**src/rtl/swic_pkg.sv**
```systemverilog
// Overview of operation
// - Inputs 0 to 9 each have a direction bit: 0 sources current, 1 sinks it.
// - Direction register sits at 1Ch, resets to zero, bits 23-10 read zero.
// - Lower-input wetting current register sits at 1Dh, read-write, resets to zero.
// - Code 0 means no current; codes 1 to 4 select 1, 2, 5, 10 mA.
// - Codes 5, 6 and 7 all select the 15 mA setting.
// - Bits 23-21 and 20-18 drive inputs 11, 10; 17-15 inputs 8-9; 14-12 inputs 6-7.
// - Bits 11-9 and 8-6 drive inputs 5, 4; 5-3 inputs 2-3; 2-0 inputs 0-1.
package swic_pkg;

    localparam int unsigned ADDR_W   = 6;
    localparam int unsigned DATA_W   = 24;
    localparam int unsigned DIR_W    = 10;
    localparam int unsigned NUM_WET  = 12;
    localparam int unsigned CODE_W   = 3;

    localparam logic [ADDR_W-1:0] ADDR_DIRECTION = 6'h1C;
    localparam logic [ADDR_W-1:0] ADDR_WET_LOW   = 6'h1D;

    localparam logic [DATA_W-1:0] RESET_DIRECTION = 24'h000000;
    localparam logic [DATA_W-1:0] RESET_WET_LOW   = 24'h000000;
    localparam logic [DATA_W-1:0] DIRECTION_MASK  = 24'h0003FF;

    localparam int unsigned LSB_INPUT11    = 21;
    localparam int unsigned LSB_INPUT10    = 18;
    localparam int unsigned LSB_INPUTS8_9  = 15;
    localparam int unsigned LSB_INPUTS6_7  = 12;
    localparam int unsigned LSB_INPUT5     = 9;
    localparam int unsigned LSB_INPUT4     = 6;
    localparam int unsigned LSB_INPUTS2_3  = 3;
    localparam int unsigned LSB_INPUTS0_1  = 0;

    localparam logic [CODE_W-1:0] CODE_OFF  = 3'h0;
    localparam logic [CODE_W-1:0] CODE_1MA  = 3'h1;
    localparam logic [CODE_W-1:0] CODE_2MA  = 3'h2;
    localparam logic [CODE_W-1:0] CODE_5MA  = 3'h3;
    localparam logic [CODE_W-1:0] CODE_10MA = 3'h4;

    typedef enum {
        SWIC_OFF,
        SWIC_1MA,
        SWIC_2MA,
        SWIC_5MA,
        SWIC_10MA,
        SWIC_15MA
    } swic_level_t;

endpackage

```
**src/rtl/swic_config.sv**
```systemverilog
`timescale 1ns/1ps
module swic_config
    import swic_pkg::*;
(
    input  wire logic              core_clk,
    input  wire logic              arst_n,
    input  wire logic [ADDR_W-1:0] reg_addr,
    input  wire logic [DATA_W-1:0] reg_wdata,
    input  wire logic              reg_wr,
    input  wire logic              reg_rd,
    output logic [DATA_W-1:0]      reg_rdata,
    output logic                   reg_rvalid,
    output logic                   reg_unmapped,
    output logic [DIR_W-1:0]       current_sink_select,
    output logic [NUM_WET-1:0]     wet_sel_1ma,
    output logic [NUM_WET-1:0]     wet_sel_2ma,
    output logic [NUM_WET-1:0]     wet_sel_5ma,
    output logic [NUM_WET-1:0]     wet_sel_10ma,
    output logic [NUM_WET-1:0]     wet_sel_15ma
);

    logic [DATA_W-1:0]  current_direction_select;
    logic [DATA_W-1:0]  wetting_current_low_inputs;
    logic [DATA_W-1:0]  next_current_direction_select;
    logic [DATA_W-1:0]  next_wetting_current_low_inputs;
    logic [DATA_W-1:0]  next_reg_rdata;
    logic               next_reg_rvalid;
    logic               next_reg_unmapped;
    logic [DIR_W-1:0]   next_current_sink_select;
    logic [NUM_WET-1:0] next_wet_sel_1ma;
    logic [NUM_WET-1:0] next_wet_sel_2ma;
    logic [NUM_WET-1:0] next_wet_sel_5ma;
    logic [NUM_WET-1:0] next_wet_sel_10ma;
    logic [NUM_WET-1:0] next_wet_sel_15ma;
    logic [CODE_W-1:0]  input_code [NUM_WET];
    logic [NUM_WET-1:0] dec_1ma;
    logic [NUM_WET-1:0] dec_2ma;
    logic [NUM_WET-1:0] dec_5ma;
    logic [NUM_WET-1:0] dec_10ma;
    logic [NUM_WET-1:0] dec_15ma;

    function automatic logic [CODE_W-1:0] field_at(input logic [DATA_W-1:0] word, input int unsigned lsb);
        field_at = word[lsb +: CODE_W];
    endfunction

    function automatic logic is_direction(input logic [ADDR_W-1:0] addr);
        is_direction = (addr == ADDR_DIRECTION);
    endfunction

    function automatic logic is_wet_low(input logic [ADDR_W-1:0] addr);
        is_wet_low = (addr == ADDR_WET_LOW);
    endfunction

    // The reserved upper direction bits are masked on the way in, so they can never hold a one.
    always_comb begin
        next_current_direction_select = current_direction_select;
        if (reg_wr && is_direction(reg_addr)) begin
            next_current_direction_select = reg_wdata & DIRECTION_MASK;
        end
    end

    always_ff @(posedge core_clk or negedge arst_n) begin
        if (!arst_n) begin
            current_direction_select <= RESET_DIRECTION;
        end else begin
            current_direction_select <= next_current_direction_select;
        end
    end

    always_comb begin
        next_wetting_current_low_inputs = wetting_current_low_inputs;
        if (reg_wr && is_wet_low(reg_addr)) begin
            next_wetting_current_low_inputs = reg_wdata;
        end
    end

    always_ff @(posedge core_clk or negedge arst_n) begin
        if (!arst_n) begin
            wetting_current_low_inputs <= RESET_WET_LOW;
        end else begin
            wetting_current_low_inputs <= next_wetting_current_low_inputs;
        end
    end

    // Read answer one cycle after the strobe; an unmapped address answers zero and flags it.
    always_comb begin
        next_reg_rdata    = '0;
        next_reg_rvalid   = reg_rd;
        next_reg_unmapped = 1'h0;
        if (reg_rd && is_direction(reg_addr)) begin
            next_reg_rdata = current_direction_select & DIRECTION_MASK;
        end else if (reg_rd && is_wet_low(reg_addr)) begin
            next_reg_rdata = wetting_current_low_inputs;
        end else if (reg_rd) begin
            next_reg_unmapped = 1'h1;
        end
    end

    always_ff @(posedge core_clk or negedge arst_n) begin
        if (!arst_n) begin
            reg_rdata    <= '0;
            reg_rvalid   <= 1'h0;
            reg_unmapped <= 1'h0;
        end else begin
            reg_rdata    <= next_reg_rdata;
            reg_rvalid   <= next_reg_rvalid;
            reg_unmapped <= next_reg_unmapped;
        end
    end

    // Paired inputs share one field, so both inputs of a pair always carry the same current.
    always_comb begin
        input_code[0]  = field_at(wetting_current_low_inputs, LSB_INPUTS0_1);
        input_code[1]  = field_at(wetting_current_low_inputs, LSB_INPUTS0_1);
        input_code[2]  = field_at(wetting_current_low_inputs, LSB_INPUTS2_3);
        input_code[3]  = field_at(wetting_current_low_inputs, LSB_INPUTS2_3);
        input_code[4]  = field_at(wetting_current_low_inputs, LSB_INPUT4);
        input_code[5]  = field_at(wetting_current_low_inputs, LSB_INPUT5);
        input_code[6]  = field_at(wetting_current_low_inputs, LSB_INPUTS6_7);
        input_code[7]  = field_at(wetting_current_low_inputs, LSB_INPUTS6_7);
        input_code[8]  = field_at(wetting_current_low_inputs, LSB_INPUTS8_9);
        input_code[9]  = field_at(wetting_current_low_inputs, LSB_INPUTS8_9);
        input_code[10] = field_at(wetting_current_low_inputs, LSB_INPUT10);
        input_code[11] = field_at(wetting_current_low_inputs, LSB_INPUT11);
    end

    for (genvar i = 0; i < NUM_WET; i++) begin : g_dec
        swic_level_decode u_dec (
            .code     (input_code[i]),
            .sel_1ma  (dec_1ma[i]),
            .sel_2ma  (dec_2ma[i]),
            .sel_5ma  (dec_5ma[i]),
            .sel_10ma (dec_10ma[i]),
            .sel_15ma (dec_15ma[i])
        );
    end

    always_comb begin
        next_current_sink_select = current_direction_select[DIR_W-1:0];
        next_wet_sel_1ma         = dec_1ma;
        next_wet_sel_2ma         = dec_2ma;
        next_wet_sel_5ma         = dec_5ma;
        next_wet_sel_10ma        = dec_10ma;
        next_wet_sel_15ma        = dec_15ma;
    end

    // The analog selects are registered so the current sources never see decoder glitches.
    always_ff @(posedge core_clk or negedge arst_n) begin
        if (!arst_n) begin
            current_sink_select <= '0;
            wet_sel_1ma         <= '0;
            wet_sel_2ma         <= '0;
            wet_sel_5ma         <= '0;
            wet_sel_10ma        <= '0;
            wet_sel_15ma        <= '0;
        end else begin
            current_sink_select <= next_current_sink_select;
            wet_sel_1ma         <= next_wet_sel_1ma;
            wet_sel_2ma         <= next_wet_sel_2ma;
            wet_sel_5ma         <= next_wet_sel_5ma;
            wet_sel_10ma        <= next_wet_sel_10ma;
            wet_sel_15ma        <= next_wet_sel_15ma;
        end
    end

endmodule

```
**src/rtl/swic_level_decode.sv**
```systemverilog
`timescale 1ns/1ps
module swic_level_decode
    import swic_pkg::*;
(
    input  wire logic [CODE_W-1:0] code,
    output logic                   sel_1ma,
    output logic                   sel_2ma,
    output logic                   sel_5ma,
    output logic                   sel_10ma,
    output logic                   sel_15ma
);

    swic_level_t level;

    always_comb begin
        case (code)
            CODE_OFF:  level = SWIC_OFF;
            CODE_1MA:  level = SWIC_1MA;
            CODE_2MA:  level = SWIC_2MA;
            CODE_5MA:  level = SWIC_5MA;
            CODE_10MA: level = SWIC_10MA;
            default:   level = SWIC_15MA;
        endcase
    end

    always_comb begin
        sel_1ma  = (level == SWIC_1MA);
        sel_2ma  = (level == SWIC_2MA);
        sel_5ma  = (level == SWIC_5MA);
        sel_10ma = (level == SWIC_10MA);
        sel_15ma = (level == SWIC_15MA);
    end

endmodule

```
**config.mk**
```make
export PLATFORM = sky130hd
export DESIGN_NAME = swic_config
export DESIGN_NICKNAME = d
export VERILOG_FILES = /design/src/rtl/swic_pkg.sv /design/src/rtl/swic_config.sv /design/src/rtl/swic_level_decode.sv
export SDC_FILE = /design/constraint.sdc
export NUM_CORES = 1
export LEC_CHECK = 0
export ABC_AREA = 1
export BUFFER_PORTS_ARGS = -buffer_cell sky130_fd_sc_hd__buf_4
export CAP_MARGIN = 20
export CORE_AREA = 2 2 103 105
export DETAILED_ROUTE_END_ITERATION = 8
export DIE_AREA = 0 0 105 107
export PLACE_DENSITY = 0.78
export SLEW_MARGIN = 20
export SYNTH_ARGS = -nofsm -noshare
export SYNTH_HDL_FRONTEND = slang
export SYNTH_HIERARCHICAL = 1
export SYNTH_SLANG_ARGS = --single-unit
```
**constraint.sdc**
```tcl
create_clock -name core_clk -period 0.8 [get_ports core_clk]
set_input_delay 0.2 -clock core_clk [delete_from_list [all_inputs] [get_ports core_clk]]
set_output_delay 0.2 -clock core_clk [all_outputs]
set_load 0.02 [all_outputs]
```
# Word-level counts from Yosys, hierarchy flattened
# Index checks and enable logic that the tools add are counted.
# word_totals
word_cells	110
n_memories	0
reg_bits	130
ramBits	0
latchBits	0
input_bits	34
rom_bits	0
# classes
div	0
addsub	0
n_shift	0
order_cmp	0
bitwise_logic	0
n_mul	0
n_reduce_logical	12
mux	13
eq_ne	74
# op_table
op	count
one-hot mux 3 bit (5 select lines)	8
== test 3 x 2 -> 1 bit (second input constant)	32
== test 3 bit (second input constant)	24
== test 3 x 1 -> 1 bit (second input constant)	16
two-way mux 24 bit	2
logical NOT 3 bit	8
== test 6 x 5 -> 1 bit (second input constant)	2
logical AND 1 bit	4
two-way mux 1 bit	3

# Logic depth before layout (Yosys ltp)
# logic_depth
word_depth	4
depth_mapped	8

# Hierarchy
# Netlist, hierarchy kept.
# by_module_without_submodules
mod	seq_area_each_um2	area_per_inst_um2	cells_each	n_inst
swic_config	3253.1	4159.0	326	1
swic_level_decode	0.0	45.0	12	12

# Worst setup path before layout
# Ideal clock, no wire load.
# synth_timing
path_type	input to register
startpoint	input reg_addr[3]
endpoint	register reg_rdata[6]
setup_slack_ps	-198
setup_time_ps	116
t_arrival_ps	882
path_buffers	1
required_time_ps	684
path_stages	8
path_cell_list	nand2_1 inv_1 nand3_2 buf_6 nand2_1 inv_1 nand2_1 nand2_1
# synth_via
elab_chain_cells	4
# synth_rtl
element	line	source
start: declaration	swic_config.sv:7	input wire logic [ADDR_W-1:0] reg_addr,
== test 6 x 5 -> 1 bit	swic_config.sv:51	is_wet_low = (addr == ADDR_WET_LOW);
logical AND 1 bit	swic_config.sv:92	end else if (reg_rd && is_wet_low(reg_addr)) begin
two-way mux 24 bit	swic_config.sv:92	
two-way mux 24 bit *	swic_config.sv:90	if (reg_rd && is_direction(reg_addr)) begin
via next_reg_rdata[6]	swic_config.sv:26	logic [DATA_W-1:0] next_reg_rdata;
end signal: assignment	swic_config.sv:105	reg_rdata <= next_reg_rdata;
end: declaration	swic_config.sv:11	output logic [DATA_W-1:0] reg_rdata,
# Mark *: on every way through the listed nets, which the timed path passes. The rest lies on a longest branch.
# A chain may end at the register's enable or synchronous reset.

# Worst setup path in the final report
# layout_timing
startpoint	register reg_rdata[11]
endpoint	output reg_rdata[11]
# No word-level cell between the ends.

==> metrics.txt <==
placed wire-length estimate 6958 µm; vias in the first global route 3784; design area 0.007616 mm²; I/O pins 130; Syn Inst Count 470; Max-Cap Viols 0; crit path cell chain buf_6; share of layout cells above drive strength 1 43.17%; Critical Path Fanout Max 1; top_reg_cell synth dfrtp_1; max incr delay on CP 0.40 ns; worst hold slack 0.06872 ns; Total GRT Usage 22.22%; die height 107 µm; routed vias 3779; Leak 3.976 nW; status finished, violations left; post-synth top area share 69.22%; unique cell type count in the Yosys netlist 14; grt total ovfl 0; htree depth 4; fmax 794.8 MHz; delay-heaviest family, CP flip-flops; Max VDD drop 1.434 mV; Via density 4.625; Syn Nets 504; initial antenna violation count 0; Num CTS Buffers 17; worst rel slew slack 75.29%; Area after DPL 0.006025 mm²; Worst setup SP type register; TritonCTS clock tree done; Residual DRC 0; synth top area cells dfrtp_1 (69%), nand2_1 (14%), nor2_1 (6.1%); Slew Limit Fails 0; Core Region 0.01009 mm²; final worst slack -0.4582 ns; Final Util 75.46%; GPL Wtd Cong 0.8096; post-synthesis sequential area ratio 69.22%; number of flops mapped to enable cells by yosys 0; ant diodes 0; full die area 0.01124 mm²; kind of end point of the critical path output port; RSZ-0062 raised after global routing yes; yosys synthesis warning count 6; slowest stage cell, crit path dfrtp_1; Worst Hold Class in -> async; Final Cycle Share 157.3%; pin count of the biggest net entering global routing 49; Pwr Total 0.01891 W; FF+latch count, synth 130; antenna-violating nets left 0; actual slew at the worst max-slew pin 0.3701 ns; setup TNS -41.57 ns; Starting DRT DRC Count 127; critical path class reg -> out; clk root buf clkbuf_8; setup violators final 124; TritonRoute pass-1 iters 4; Async S/R FF share, synth 100.0%; WL final 12030 µm; Syn-to-layout area delta 62.06%; worst-case clock buffer depth 2; Final #Nets 702; Final min period 1.258 ns; I/O Buffers 129; most common cell in the netlist nand2_1; final hold vios 0; worst clock skew 0.009016 ns; Synth area leader dfrtp_1; CP Buf/Inv Count 1; Mapped Avg Cell Area 9.999 µm²; CTS clk-pin slew, worst paths 0.05 ns; Pwr Density 2483 mW/mm²; failing checks setup timing; Skew-Pair Late Insertion Delay 0.52 ns; Critical Path RT 0.60 ns; Initial Util 46.57%; Routed wire per std cell 14.72 µm; synthesized cell area 0.004700 mm²; clock sink count 130; die width 105 µm; first-pass GRT wire length 18890 µm; row count 37; Arr. time, crit path 1.06 ns; list of most frequent post-synthesis cells nand2_1 (180), dfrtp_1 (130), nor2_1 (76)
[registers in the layout, indices dropped and copies added, names as in the netlist]
register and cells:
wet_sel_1ma 12, current_sink_select 10, wet_sel_2ma 12, reg_rvalid 1, current_direction_select 10, reg_rdata 24
reg_unmapped 1, wetting_current_low_inputs 24, wet_sel_15ma 12, wet_sel_10ma 12, wet_sel_5ma 12
[layer usage]
metal | share of wire (%) | track usage (%) | wire length, µm
met4 | 2.7 | 8.762 | 320
met5 | 0 | 0 | 0
met1 | 38 | 26.02 | 4584
met2 | 54 | 38.27 | 6453
met3 | 5.6 | 6.991 | 669
[logic make-up (layout without fill, tap and decap cells)]
family,after synthesis,in the layout,synth area share (%)
AND/OR/NAND/NOR,279,279,24.87
flip-flops,130,130,69.22
buffers and inverters,61,272,5.911
[power by group]
group | switching [W] | leakage, nW | internal, W | total, W
Combinational | 0.00165 | 1.91 | 0.00148 | 0.00313
Clock | 0.00272 | 0.315 | 0.00537 | 0.00809
Sequential | 0.000506 | 1.75 | 0.00718 | 0.00769
Total | 0.00488 | 3.98 | 0.0140 | 0.0189
[layout make-up]
type                    count  area [µm²]
clock buffers              22       473.0
repair buffers            186        1977
inverters                  54       225.2
multi-input cells         279        1348
well taps                 136       170.2
flip-flops and latches    130        3269
clock inverters            10       153.9
fillers                   655        2476
[cell usage in the layout (no fill, tap or decap), drive strengths merged]
cell type      n
bufinv         4
nand2        180
buf          160
clkbuf        22
clkinv         8
nor2          93
inv           52
dfrtp        130
nand3          5
dlygate4sd3   26
nor3           1
[stage by stage]
| stage | std cells | setup WS, ns |
|---|---|---|
| 4_1_cts | 802 | -0.4837 |
| 2_1_floorplan | 470 | -0.1362 |
| 5_1_grt | 817 | -0.4996 |
| 3_5_place_dp | 742 | -0.3839 |
| 3_3_place_gp | 742 | -0.3441 |
| 6_report | 817 | -0.4582 |
[repair_timing]
action                                 4_1_cts  5_1_grt
cloned                                       0        0
setup endpoints to repair                  114      141
pin swaps                                    1       23
resized for setup                          113       93
endpoints found under the hold margin      166        0
hold buffers                                26        0
buffers inserted                             2       15
[worst paths after layout]
path / start / end / slack (ns) / depth (start not counted)
setup / recovery: reg_rdata[11]$_DFF_PN0_ / reg_rdata[11] / -0.46 / 1
hold / removal: arst_n / wet_sel_5ma[7]$_DFF_PN0_ / 0.07 / 2
setup reg to reg: wetting_current_low_inputs[4]$_DFFE_PN0P_ / wet_sel_15ma[2]$_DFF_PN0_ / -0.07 / 3
hold reg to reg: current_direction_select[0]$_DFFE_PN0P_ / current_sink_select[0]$_DFF_PN0_ / 0.41 / 0
max in group asynchronous: arst_n / wetting_current_low_inputs[7]$_DFFE_PN0P_ / 0.24 / 3
min in group core_clk: reg_wr / current_direction_select[2]$_DFFE_PN0P_ / 0.17 / 4
(Power assumes the default switching activity.)
